<file path="src/fsic_pkg.sv">
// Constants for the five-source interrupt control block.
// Assumes the core addresses control words 0 to 3 with a 2-bit word and a 2-bit bit position.
package fsic_pkg;

	// Control word addresses.
	localparam logic [1:0] WORD_EXTERNAL   = 2'h0;
	localparam logic [1:0] WORD_TIMERS     = 2'h2;
	localparam logic [1:0] WORD_ADC_SERIAL = 2'h3;

	// Bit positions inside the external word.
	localparam logic [1:0] POS_GLOBAL_ENABLE = 2'h0;

	// Sources in priority order, index 0 highest: external, timer B, timer C, A/D, serial.
	localparam int NUM_SRC = 5;
	localparam logic [9:0] FLAG_WORD = {WORD_ADC_SERIAL, WORD_ADC_SERIAL, WORD_TIMERS, WORD_TIMERS, WORD_EXTERNAL};
	localparam logic [9:0] FLAG_POS  = {2'h2, 2'h0, 2'h2, 2'h0, 2'h2};
	localparam logic [9:0] MASK_POS  = {2'h3, 2'h1, 2'h3, 2'h1, 2'h3};

	// Reset values of the control bits.
	localparam logic       ENABLE_RESET = 1'b0;
	localparam logic [4:0] FLAG_RESET   = 5'h00;
	localparam logic [4:0] MASK_RESET   = 5'h1F;

	// Vector addresses, one per source; plain defaults.
	localparam int         PC_W    = 14;
	localparam logic [13:0] VEC_EXT    = 14'h0002;
	localparam logic [13:0] VEC_TIMERB = 14'h0004;
	localparam logic [13:0] VEC_TIMERC = 14'h0006;
	localparam logic [13:0] VEC_ADC    = 14'h0008;
	localparam logic [13:0] VEC_SERIAL = 14'h000A;

	// Interrupt processing sequence, Gray coded along the path.
	typedef enum logic [1:0] {
		SEQ_IDLE   = 2'b00,
		SEQ_FINISH = 2'b01,
		SEQ_PUSH   = 2'b11,
		SEQ_JUMP   = 2'b10
	} fsic_seq_t;

endpackage : fsic_pkg

</file>
<file path="src/fsic_ext_edge.sv">
// Synchroniser and falling-edge detector for the external interrupt pin.
// Assumes the pin may change at any time relative to CLK.
`timescale 1ns/100ps
module fsic_ext_edge (
	// Clock and reset
	input  wire logic clk,
	input  wire logic rst_n,
	// Pin side
	input  wire logic pin_n,
	input  wire logic enable,
	// Event side
	output logic      fall_pulse
);

	logic meta_r,  meta_nxt;
	logic sync_r,  sync_nxt;
	logic prev_r,  prev_nxt;
	logic pulse_r, pulse_nxt;

	////////////////////////////////////////////////////////////////////////////////
	// The first stage feeds only the second; edges are judged on settled copies.
	// sync then edge
	always_comb begin
		meta_nxt  = pin_n;
		sync_nxt  = meta_r;
		prev_nxt  = sync_r;
		pulse_nxt = enable && prev_r && !sync_r;
	end

	// Idle level is high, so a pin held low over reset raises one event once reset ends, if selected.
	always_ff @(posedge clk) begin
		if (!rst_n) begin
			meta_r  <= 1'b1;
			sync_r  <= 1'b1;
			prev_r  <= 1'b1;
			pulse_r <= 1'b0;
		end else begin
			meta_r  <= meta_nxt;
			sync_r  <= sync_nxt;
			prev_r  <= prev_nxt;
			pulse_r <= pulse_nxt;
		end
	end

	assign fall_pulse = pulse_r;

	////////////////////////////////////////////////////////////////////////////////
	property p_single_pulse;
		@(posedge clk) disable iff (!rst_n)
		pulse_r |=> !pulse_r;
	endproperty
	a_single_pulse: assert property (p_single_pulse) else $error("edge pulse lasted two cycles");

endmodule : fsic_ext_edge

</file>
<file path="src/fsic_ctrl.sv">
// Interrupt control for five sources: flags, masks, global enable, priority and entry sequence.
// Also the restart bookkeeping that tells a stop release by the restart input from a reset.
// Assumes the core drives bit set, clear and test strobes and signals each instruction end.
`timescale 1ns/100ps

// Overview of operation
// - Exactly five sources: external pin, timer B, timer C, serial, A/D.
// - Software cannot set request flags; only source events set them, software clears.
// - Reset clears global enable and flags, and sets every mask.
// - Request needs flag one and mask zero; processing also needs global enable.
// - Priority: external, timer B, timer C, A/D, serial lowest.
// - First cycle finishes the instruction; global enable clears after two cycles.
// - Cycles two and three push carry, status and program counter.
// - Third cycle loads program counter with the chosen vector.
// - Processing clears global enable; return-from-interrupt sets it; one enables.
// - When selected, a falling edge on the external pin sets its flag.
// - Timer B overflow sets timer B flag, word 2 bit 0.
// - Timer C overflow sets timer C flag, word 2 bit 2.
// - Serial completion or suspension sets serial flag, word 3 bit 2.
// - A/D completion sets A/D flag, word 3 bit 0.
// - Mask zero passes, one blocks; flag one means pending.
// - Control bits live in words 0, 2 and 3, bit set, clear and test access.
// - Accumulator, carry and datapath registers are undefined after any release or reset.
// - Port mode B bit 3 kept over restart release, cleared by reset.
// - RAM-valid flag reads one after restart release, zero after reset.
// - Pending unmasked request with global enable zero makes standby or stop a no-op.
// - A/D mask, word 3 bit 1, blocks when one, passes when zero.
module fsic_ctrl
	import fsic_pkg::*;
(
	// Clock and reset
	input  wire logic        CLK,
	input  wire logic        RST_N,
	// Bit set, clear and test access to control words
	input  wire logic [1:0]  BIT_ADDR,
	input  wire logic [1:0]  BIT_POS,
	input  wire logic        BIT_SET,
	input  wire logic        BIT_CLR,
	input  wire logic        BIT_TEST,
	output logic             TEST_BIT,
	// Interrupt sources
	input  wire logic        EXTERNAL_IRQ_INPUT_N,
	input  wire logic        EXT_IRQ_SELECT,
	input  wire logic        TIMER_B_OVERFLOW,
	input  wire logic        TIMER_C_OVERFLOW,
	input  wire logic        ADC_DONE,
	input  wire logic        SERIAL_DONE,
	input  wire logic        SERIAL_SUSPEND,
	// Core sequencer
	input  wire logic        INSN_END,
	input  wire logic        RETURN_FROM_INTERRUPT_INSTR,
	output logic             IRQ_BUSY,
	output logic             PUSH_FLAGS,
	output logic             PUSH_PC,
	output logic             PC_LOAD,
	output logic [13:0]      VECTOR,
	output logic             GLOBAL_IRQ_ENABLE,
	output logic             LOW_POWER_NOP,
	// Stop release bookkeeping
	input  wire logic        STOP_MODE,
	input  wire logic        STOP_RELEASE_INPUT,
	input  wire logic        PORT_MODE_B_WE,
	input  wire logic        PORT_MODE_B_BIT3_WDATA,
	output logic             PORT_MODE_B_BIT3,
	output logic             RAM_VALID_FLAG
);

	////////////////////////////////////////////////////////////////////////////////
	// Declarations.
	logic                ie_r,      ie_nxt;
	logic [NUM_SRC-1:0]  flag_r,    flag_nxt;
	logic [NUM_SRC-1:0]  mask_r,    mask_nxt;
	fsic_seq_t           seq_r,     seq_nxt;
	logic [13:0]         vec_r,     vec_nxt;
	logic                test_r,    test_nxt;
	logic                nop_r,     nop_nxt;
	logic                pmb3_r,    pmb3_nxt;
	logic                rvalid_r,  rvalid_nxt;
	logic                push_f_r,  push_f_nxt;
	logic                push_p_r,  push_p_nxt;
	logic                load_r,    load_nxt;
	logic                busy_r,    busy_nxt;
	logic                ext_event, restart, accept;
	logic [NUM_SRC-1:0]  hw_set, sw_clr, mask_set, mask_clr, req;
	logic [3:0]          word_img;

	////////////////////////////////////////////////////////////////////////////////
	// External pin edge detection.
	// select gates pin
	fsic_ext_edge u_ext_edge (
		.clk        (CLK),
		.rst_n      (RST_N),
		.pin_n      (EXTERNAL_IRQ_INPUT_N),
		.enable     (EXT_IRQ_SELECT),
		.fall_pulse (ext_event)
	);

	assign hw_set = {SERIAL_DONE || SERIAL_SUSPEND, ADC_DONE, TIMER_C_OVERFLOW, TIMER_B_OVERFLOW, ext_event};

	// A restart only counts while stopped; elsewhere the input is ignored.
	assign restart = STOP_MODE && STOP_RELEASE_INPUT;

	////////////////////////////////////////////////////////////////////////////////
	// Per-source decode of bit operations and the masked request.
	for (genvar i = 0; i < NUM_SRC; i++) begin : g_src
		assign sw_clr[i]   = BIT_CLR && (BIT_ADDR == FLAG_WORD[2*i +: 2]) && (BIT_POS == FLAG_POS[2*i +: 2]);
		assign mask_set[i] = BIT_SET && (BIT_ADDR == FLAG_WORD[2*i +: 2]) && (BIT_POS == MASK_POS[2*i +: 2]);
		assign mask_clr[i] = BIT_CLR && (BIT_ADDR == FLAG_WORD[2*i +: 2]) && (BIT_POS == MASK_POS[2*i +: 2]);
		assign req[i] = flag_r[i] && !mask_r[i];
	end

	assign accept = (seq_r == SEQ_IDLE) && ie_r && (|req) && INSN_END;

	////////////////////////////////////////////////////////////////////////////////
	// Control bits: flags, masks and global enable.
	always_comb begin
		flag_nxt = flag_r;
		mask_nxt = mask_r;
		ie_nxt   = ie_r;
		for (int i = 0; i < NUM_SRC; i++) begin
			flag_nxt[i] = hw_set[i] || (flag_r[i] && !sw_clr[i]);
			mask_nxt[i] = mask_set[i] || (mask_r[i] && !mask_clr[i]);
		end
		if (BIT_ADDR == WORD_EXTERNAL && BIT_POS == POS_GLOBAL_ENABLE && BIT_SET) begin
			ie_nxt = 1'b1;
		end else if (BIT_ADDR == WORD_EXTERNAL && BIT_POS == POS_GLOBAL_ENABLE && BIT_CLR) begin
			ie_nxt = 1'b0;
		end
		if (RETURN_FROM_INTERRUPT_INSTR) begin
			ie_nxt = 1'b1;
		end
		if (seq_r == SEQ_PUSH) begin
			ie_nxt = 1'b0;
		end
	end

	always_ff @(posedge CLK) begin
		if (!RST_N || restart) begin
			ie_r   <= ENABLE_RESET;
			flag_r <= FLAG_RESET;
			mask_r <= MASK_RESET;
		end else begin
			ie_r   <= ie_nxt;
			flag_r <= flag_nxt;
			mask_r <= mask_nxt;
		end
	end

	////////////////////////////////////////////////////////////////////////////////
	// Entry sequence: finish, push flags, push counter and jump.
	always_comb begin
		seq_nxt    = seq_r;
		vec_nxt    = vec_r;
		push_f_nxt = 1'b0;
		push_p_nxt = 1'b0;
		load_nxt   = 1'b0;
		unique case (seq_r)
			SEQ_IDLE: begin
				if (accept) begin
					seq_nxt = SEQ_FINISH;
					if (req[0]) begin
						vec_nxt = VEC_EXT;
					end else if (req[1]) begin
						vec_nxt = VEC_TIMERB;
					end else if (req[2]) begin
						vec_nxt = VEC_TIMERC;
					end else if (req[3]) begin
						vec_nxt = VEC_ADC;
					end else begin
						vec_nxt = VEC_SERIAL;
					end
				end
			end
			SEQ_FINISH: begin
				seq_nxt    = SEQ_PUSH;
				push_f_nxt = 1'b1;
			end
			SEQ_PUSH: begin
				seq_nxt    = SEQ_JUMP;
				push_p_nxt = 1'b1;
				load_nxt   = 1'b1;
			end
			SEQ_JUMP: begin
				seq_nxt = SEQ_IDLE;
			end
		endcase
		busy_nxt = (seq_nxt != SEQ_IDLE);
	end

	// A restart aborts any sequence since the core restarts from address zero.
	always_ff @(posedge CLK) begin
		if (!RST_N || restart) begin
			seq_r    <= SEQ_IDLE;
			vec_r    <= 14'h0000;
			push_f_r <= 1'b0;
			push_p_r <= 1'b0;
			load_r   <= 1'b0;
			busy_r   <= 1'b0;
		end else begin
			seq_r    <= seq_nxt;
			busy_r   <= busy_nxt;
			vec_r    <= vec_nxt;
			push_f_r <= push_f_nxt;
			push_p_r <= push_p_nxt;
			load_r   <= load_nxt;
		end
	end

	////////////////////////////////////////////////////////////////////////////////
	// Bit test read-back and low-power cancel.
	always_comb begin
		unique case (BIT_ADDR)
			WORD_EXTERNAL:   word_img = {mask_r[0], flag_r[0], 1'b0, ie_r};
			WORD_TIMERS:     word_img = {mask_r[2], flag_r[2], mask_r[1], flag_r[1]};
			WORD_ADC_SERIAL: word_img = {mask_r[4], flag_r[4], mask_r[3], flag_r[3]};
			default:         word_img = 4'h0;
		endcase
		test_nxt = BIT_TEST ? word_img[BIT_POS] : test_r;
		nop_nxt = !ie_r && (|req);
	end

	always_ff @(posedge CLK) begin
		if (!RST_N) begin
			test_r <= 1'b0;
			nop_r  <= 1'b0;
		end else begin
			test_r <= test_nxt;
			nop_r  <= nop_nxt;
		end
	end

	////////////////////////////////////////////////////////////////////////////////
	// Restart bookkeeping. The datapath registers are not held here and get no initial value.
	// datapath left undefined
	always_comb begin
		pmb3_nxt = PORT_MODE_B_WE ? PORT_MODE_B_BIT3_WDATA : pmb3_r;
		rvalid_nxt = restart ? 1'b1 : rvalid_r;
	end

	always_ff @(posedge CLK) begin
		if (!RST_N) begin
			pmb3_r   <= 1'b0;
			rvalid_r <= 1'b0;
		end else begin
			pmb3_r   <= pmb3_nxt;
			rvalid_r <= rvalid_nxt;
		end
	end

	////////////////////////////////////////////////////////////////////////////////
	// Outputs, all straight from flip-flops.
	assign TEST_BIT          = test_r;
	assign IRQ_BUSY          = busy_r;
	assign PUSH_FLAGS        = push_f_r;
	assign PUSH_PC           = push_p_r;
	assign PC_LOAD           = load_r;
	assign VECTOR            = vec_r;
	assign GLOBAL_IRQ_ENABLE = ie_r;
	assign LOW_POWER_NOP     = nop_r;
	assign PORT_MODE_B_BIT3  = pmb3_r;
	assign RAM_VALID_FLAG    = rvalid_r;

	////////////////////////////////////////////////////////////////////////////////
	// Checks.
	property p_reset_vals;
		@(posedge CLK) !RST_N |=> (!ie_r && flag_r == 5'h00 && mask_r == 5'h1F && !RAM_VALID_FLAG);
	endproperty
	a_reset_vals: assert property (p_reset_vals) else $error("reset values wrong");
	property p_no_sw_set;
		@(posedge CLK) disable iff (!RST_N)
		(BIT_SET && !flag_r[1] && !hw_set[1] && !restart) |=> !flag_r[1];
	endproperty
	a_no_sw_set: assert property (p_no_sw_set) else $error("software set a request flag");
	property p_set_wins;
		@(posedge CLK) disable iff (!RST_N)
		(TIMER_B_OVERFLOW && !restart) |=> flag_r[1];
	endproperty
	a_set_wins: assert property (p_set_wins) else $error("timer B event lost");
	property p_sequence;
		@(posedge CLK) disable iff (!RST_N || restart)
		accept |=> (!PUSH_FLAGS && IRQ_BUSY) ##1 (PUSH_FLAGS && !PC_LOAD) ##1 (PUSH_PC && PC_LOAD);
	endproperty
	a_sequence: assert property (p_sequence) else $error("entry sequence out of order");
	property p_ie_clear;
		@(posedge CLK) disable iff (!RST_N || restart)
		accept |-> ##3 (!GLOBAL_IRQ_ENABLE && PC_LOAD);
	endproperty
	a_ie_clear: assert property (p_ie_clear) else $error("enable not cleared by third cycle");
	property p_prio;
		@(posedge CLK) disable iff (!RST_N || restart)
		(accept && req[0]) |-> ##3 (PC_LOAD && VECTOR == VEC_EXT);
	endproperty
	a_prio: assert property (p_prio) else $error("external source lost priority");
	property p_rti;
		@(posedge CLK) disable iff (!RST_N || restart)
		(RETURN_FROM_INTERRUPT_INSTR && seq_r != SEQ_PUSH) |=> GLOBAL_IRQ_ENABLE;
	endproperty
	a_rti: assert property (p_rti) else $error("return did not set enable");
	property p_nop;
		@(posedge CLK) disable iff (!RST_N)
		(!ie_r && |req) |=> LOW_POWER_NOP;
	endproperty
	a_nop: assert property (p_nop) else $error("sleep not cancelled");
	property p_ram_valid;
		@(posedge CLK) disable iff (!RST_N)
		restart |=> RAM_VALID_FLAG;
	endproperty
	a_ram_valid: assert property (p_ram_valid) else $error("RAM valid not set by restart");
	property p_pmb3_keep;
		@(posedge CLK) disable iff (!RST_N)
		(restart && !PORT_MODE_B_WE) |=> $stable(PORT_MODE_B_BIT3);
	endproperty
	a_pmb3_keep: assert property (p_pmb3_keep) else $error("port mode bit lost over restart");

endmodule : fsic_ctrl

</file>
<file path="config.mk">
export PLATFORM = sky130hd
export DESIGN_NAME = fsic_ctrl
export DESIGN_NICKNAME = d
export VERILOG_FILES = /design/src/fsic_pkg.sv /design/src/fsic_ext_edge.sv /design/src/fsic_ctrl.sv
export SDC_FILE = /design/constraint.sdc
export NUM_CORES = 1
export LEC_CHECK = 0
export BUFFER_PORTS_ARGS = -buffer_cell sky130_fd_sc_hd__buf_2
export CORE_UTILIZATION = 52
export DETAILED_ROUTE_END_ITERATION = 16
export PLACE_DENSITY = 0.86
export SYNTH_ARGS = -nofsm -noshare
export SYNTH_HDL_FRONTEND = slang
export SYNTH_SLANG_ARGS = --single-unit
</file>
<file path="constraint.sdc">
create_clock -name CLK -period 2.5 [get_ports CLK]
set_input_delay 0.25 -clock CLK [delete_from_list [all_inputs] [get_ports CLK]]
set_output_delay 0.25 -clock CLK [all_outputs]
set_load 0.02 [all_outputs]
</file>
==> results.tsv <==
metric	value	unit
synth_mux_area_frac	0.0538	
area_growth	11.0	%
nFillCells	215	
place_area	0.00140	mm^2
maxCapViolations	0	
ys_ff_latch	27	
routed_via_density	5.39	
regArea	541	um^2
status	finished, final reports clean	
final.setup.worst_slack	1170	ps
slew_viol_final	0	
p_sw_frac	0.264	
fin_worst_skew	10.1	ps
yosys-top-cells-area	dfxtp_1 42%, buf_4 7.0%, nand2b_1 3.9%, o21ai_0 3.9%, a21oi_1 3.5%	
intPower	0.546	mW
pin_count	45	
rsz0062_at_grt	false	
p_seq_frac	0.611	
die_area	0.00266	mm^2
vias	1077	
fp-row-count	17	
syn-instance-count	143	
crit_type	flop to flop	
drtPass1Iterations	4	
cellLeakagePower	0.612	nW
synth-adder-area-share	0	
cts_buffers	3	
pwr_density_cell	522	mW/mm^2
core-area	0.00228	mm^2
cts_tree	yes	
start_util	0.562	
io_buffers	33	
synth_edf_count	0	
htreeDepth	1	
yosys_warnings	0	
hold_violations	0	
multiInputGateArea	628	um^2
antenna_found_initial	0	
clock_sinks	27	
clk_pin_slew	140	ps
clock_latency	320	ps
fp.dieH	51.6	um
post-place-ws	1160	ps
design_area	0.00142	mm^2
grt_pass1_vias	977	
startpoint_type	flop	
hpwl	2060	um
ant_nets	0	
dpl.cell_count	196	
gr-total-overflow	0	
max_clock_freq	752	MHz
critPathCaptureType	flop	
clockPowerShare	0.246	
drive_above_1_share	0.262	
yosysTopAreaCell	dfxtp_1	
worstPathMaxFanout	6	
grt_pass1_wl	4200	um
synth_compound_area_frac	0.209	
finalWirelength	2580	um
grt_max_degree	15	
yosys.area_share.xor_xnor	0	
synth_top_area_frac	0.422	
async_flop_share	0	
cts_root_buf	clkbuf_4	
setup_violations	0	
vdd_drop_max	0.385	mV
cts_buffer_depth	2	
routedWlPerCell	12.9	um
period_needed	1330	ps
synth-simple-area-share	0.196	
grt_usage	0.215	
synth_top_family_by_area	compound AO/OA/AOI/OAI gates	
syn-cell-area	0.00128	mm^2
avgSynthCellArea	8.95	um^2
p_sw	0.195	mW
min_period_over_period	0.532	
critPathArrivalTime	1540	ps
postCtsHoldBufs	0	
synth-seq-area-share	0.422	
gp_congestion	0.900	
detail_route.drc_violations	0	
instances_no_fill	200	
combinationalPowerShare	0.143	
die_w	51.6	um
fin_tns_setup	0	ps
cts-resized-gates	0	
cts_setup_buffers	0	
ys_dominant_reg_cell	dfxtp_1	
worst_hold_path_type	input pin to flop	
worst_ep_required_time	2710	ps
initialDrtViolationCount	19	
diodes	0	
nets	195	
synth.distinct_cells	42	
==> logic make-up after synthesis <==
group / Yosys count
multiplexers: 6
AO/OA/AOI/OAI: 39
other: 1
buffers and inverters: 25
flip-flops: 27
AND/OR/NAND/NOR: 45
==> power by group through the flow <==
stage	Combinational (mW)	Clock, mW	Sequential, mW
detailed placement	0.106	0	0.462
global placement	0.104	0	0.463
floorplan	0.0829	0	0.465
global route	0.116	0.207	0.455
CTS	0.106	0.188	0.452
finish	0.106	0.182	0.453
==> Yosys cell counts, types with 2 or more instances <==
master,count
a21oi_1,9
a221oi_1,2
buf_2,2
buf_4,12
clkbuf_1,3
dfxtp_1,27
inv_1,7
mux2_2,2
mux2i_1,2
nand2_1,10
nand2b_1,8
nand3_1,3
nor2_1,7
nor2b_1,5
nor3_1,3
o211ai_1,4
o21ai_0,10
o21ai_1,2
o31ai_1,2
==> per-layer routing <==
metal	wire, um	track usage
met1	1210	0.257
met2	1220	0.368
met3	99	0.0351
met5	0	0
met4	45	0.108
==> flip-flops by register name (all words and copies together) (netlist names), 2 cells and up <==
register  cells
VECTOR        3
flag_r        5
seq_r         2
mask_r        5
==> stage by stage <==
step                      power, mW  hold slack (ps)   util
after floorplan               0.548              323      -
after global placement        0.567              391  0.613
after detailed placement      0.567              401  0.613
after CTS                     0.747             89.4  0.625
after global routing          0.778             82.4  0.625
final                         0.741             99.1  0.625
==> worst max-delay path: stages, from the launching register on <==
cell	delay [ps]
dfxtp_1	390
nor2b_1	430
inv_1	90
a32oi_1	240
nor2_1	70
==> final cells by class <==
class / count / area share
multi-input cells: 101 / 0.442
flip-flops and latches: 27 / 0.380
repair buffers: 33 / 0.116
well taps: 28 / 0.0246
clock buffers: 4 / 0.0185
inverters: 7 / 0.0185
==> final timing paths <==
kind / start / end / slack (ps) / cells after the start
max reg2reg: flag_r[0] / VECTOR[2] / 1170 / 4
min: EXTERNAL_IRQ_INPUT_N / u_ext_edge.meta_r / 100 / 2
max: flag_r[0] / VECTOR[2] / 1170 / 4
min reg2reg: u_ext_edge.prev_r / u_ext_edge.fall_pulse / 430 / 2
==> cell usage in the layout (no fill, tap or decap), drive strengths merged, types with 2 or more instances in the layout <==
master	count
a21oi	9
a221oi	3
buf	33
clkbuf	4
conb	11
dfxtp	27
inv	7
mux2	4
mux2i	2
nand2	10
nand2b	8
nand3	3
nor2	8
nor2b	6
nor3	3
o211ai	4
o21ai	12
o31ai	3
No activity file was read; power rests on OpenSTA's default activity.
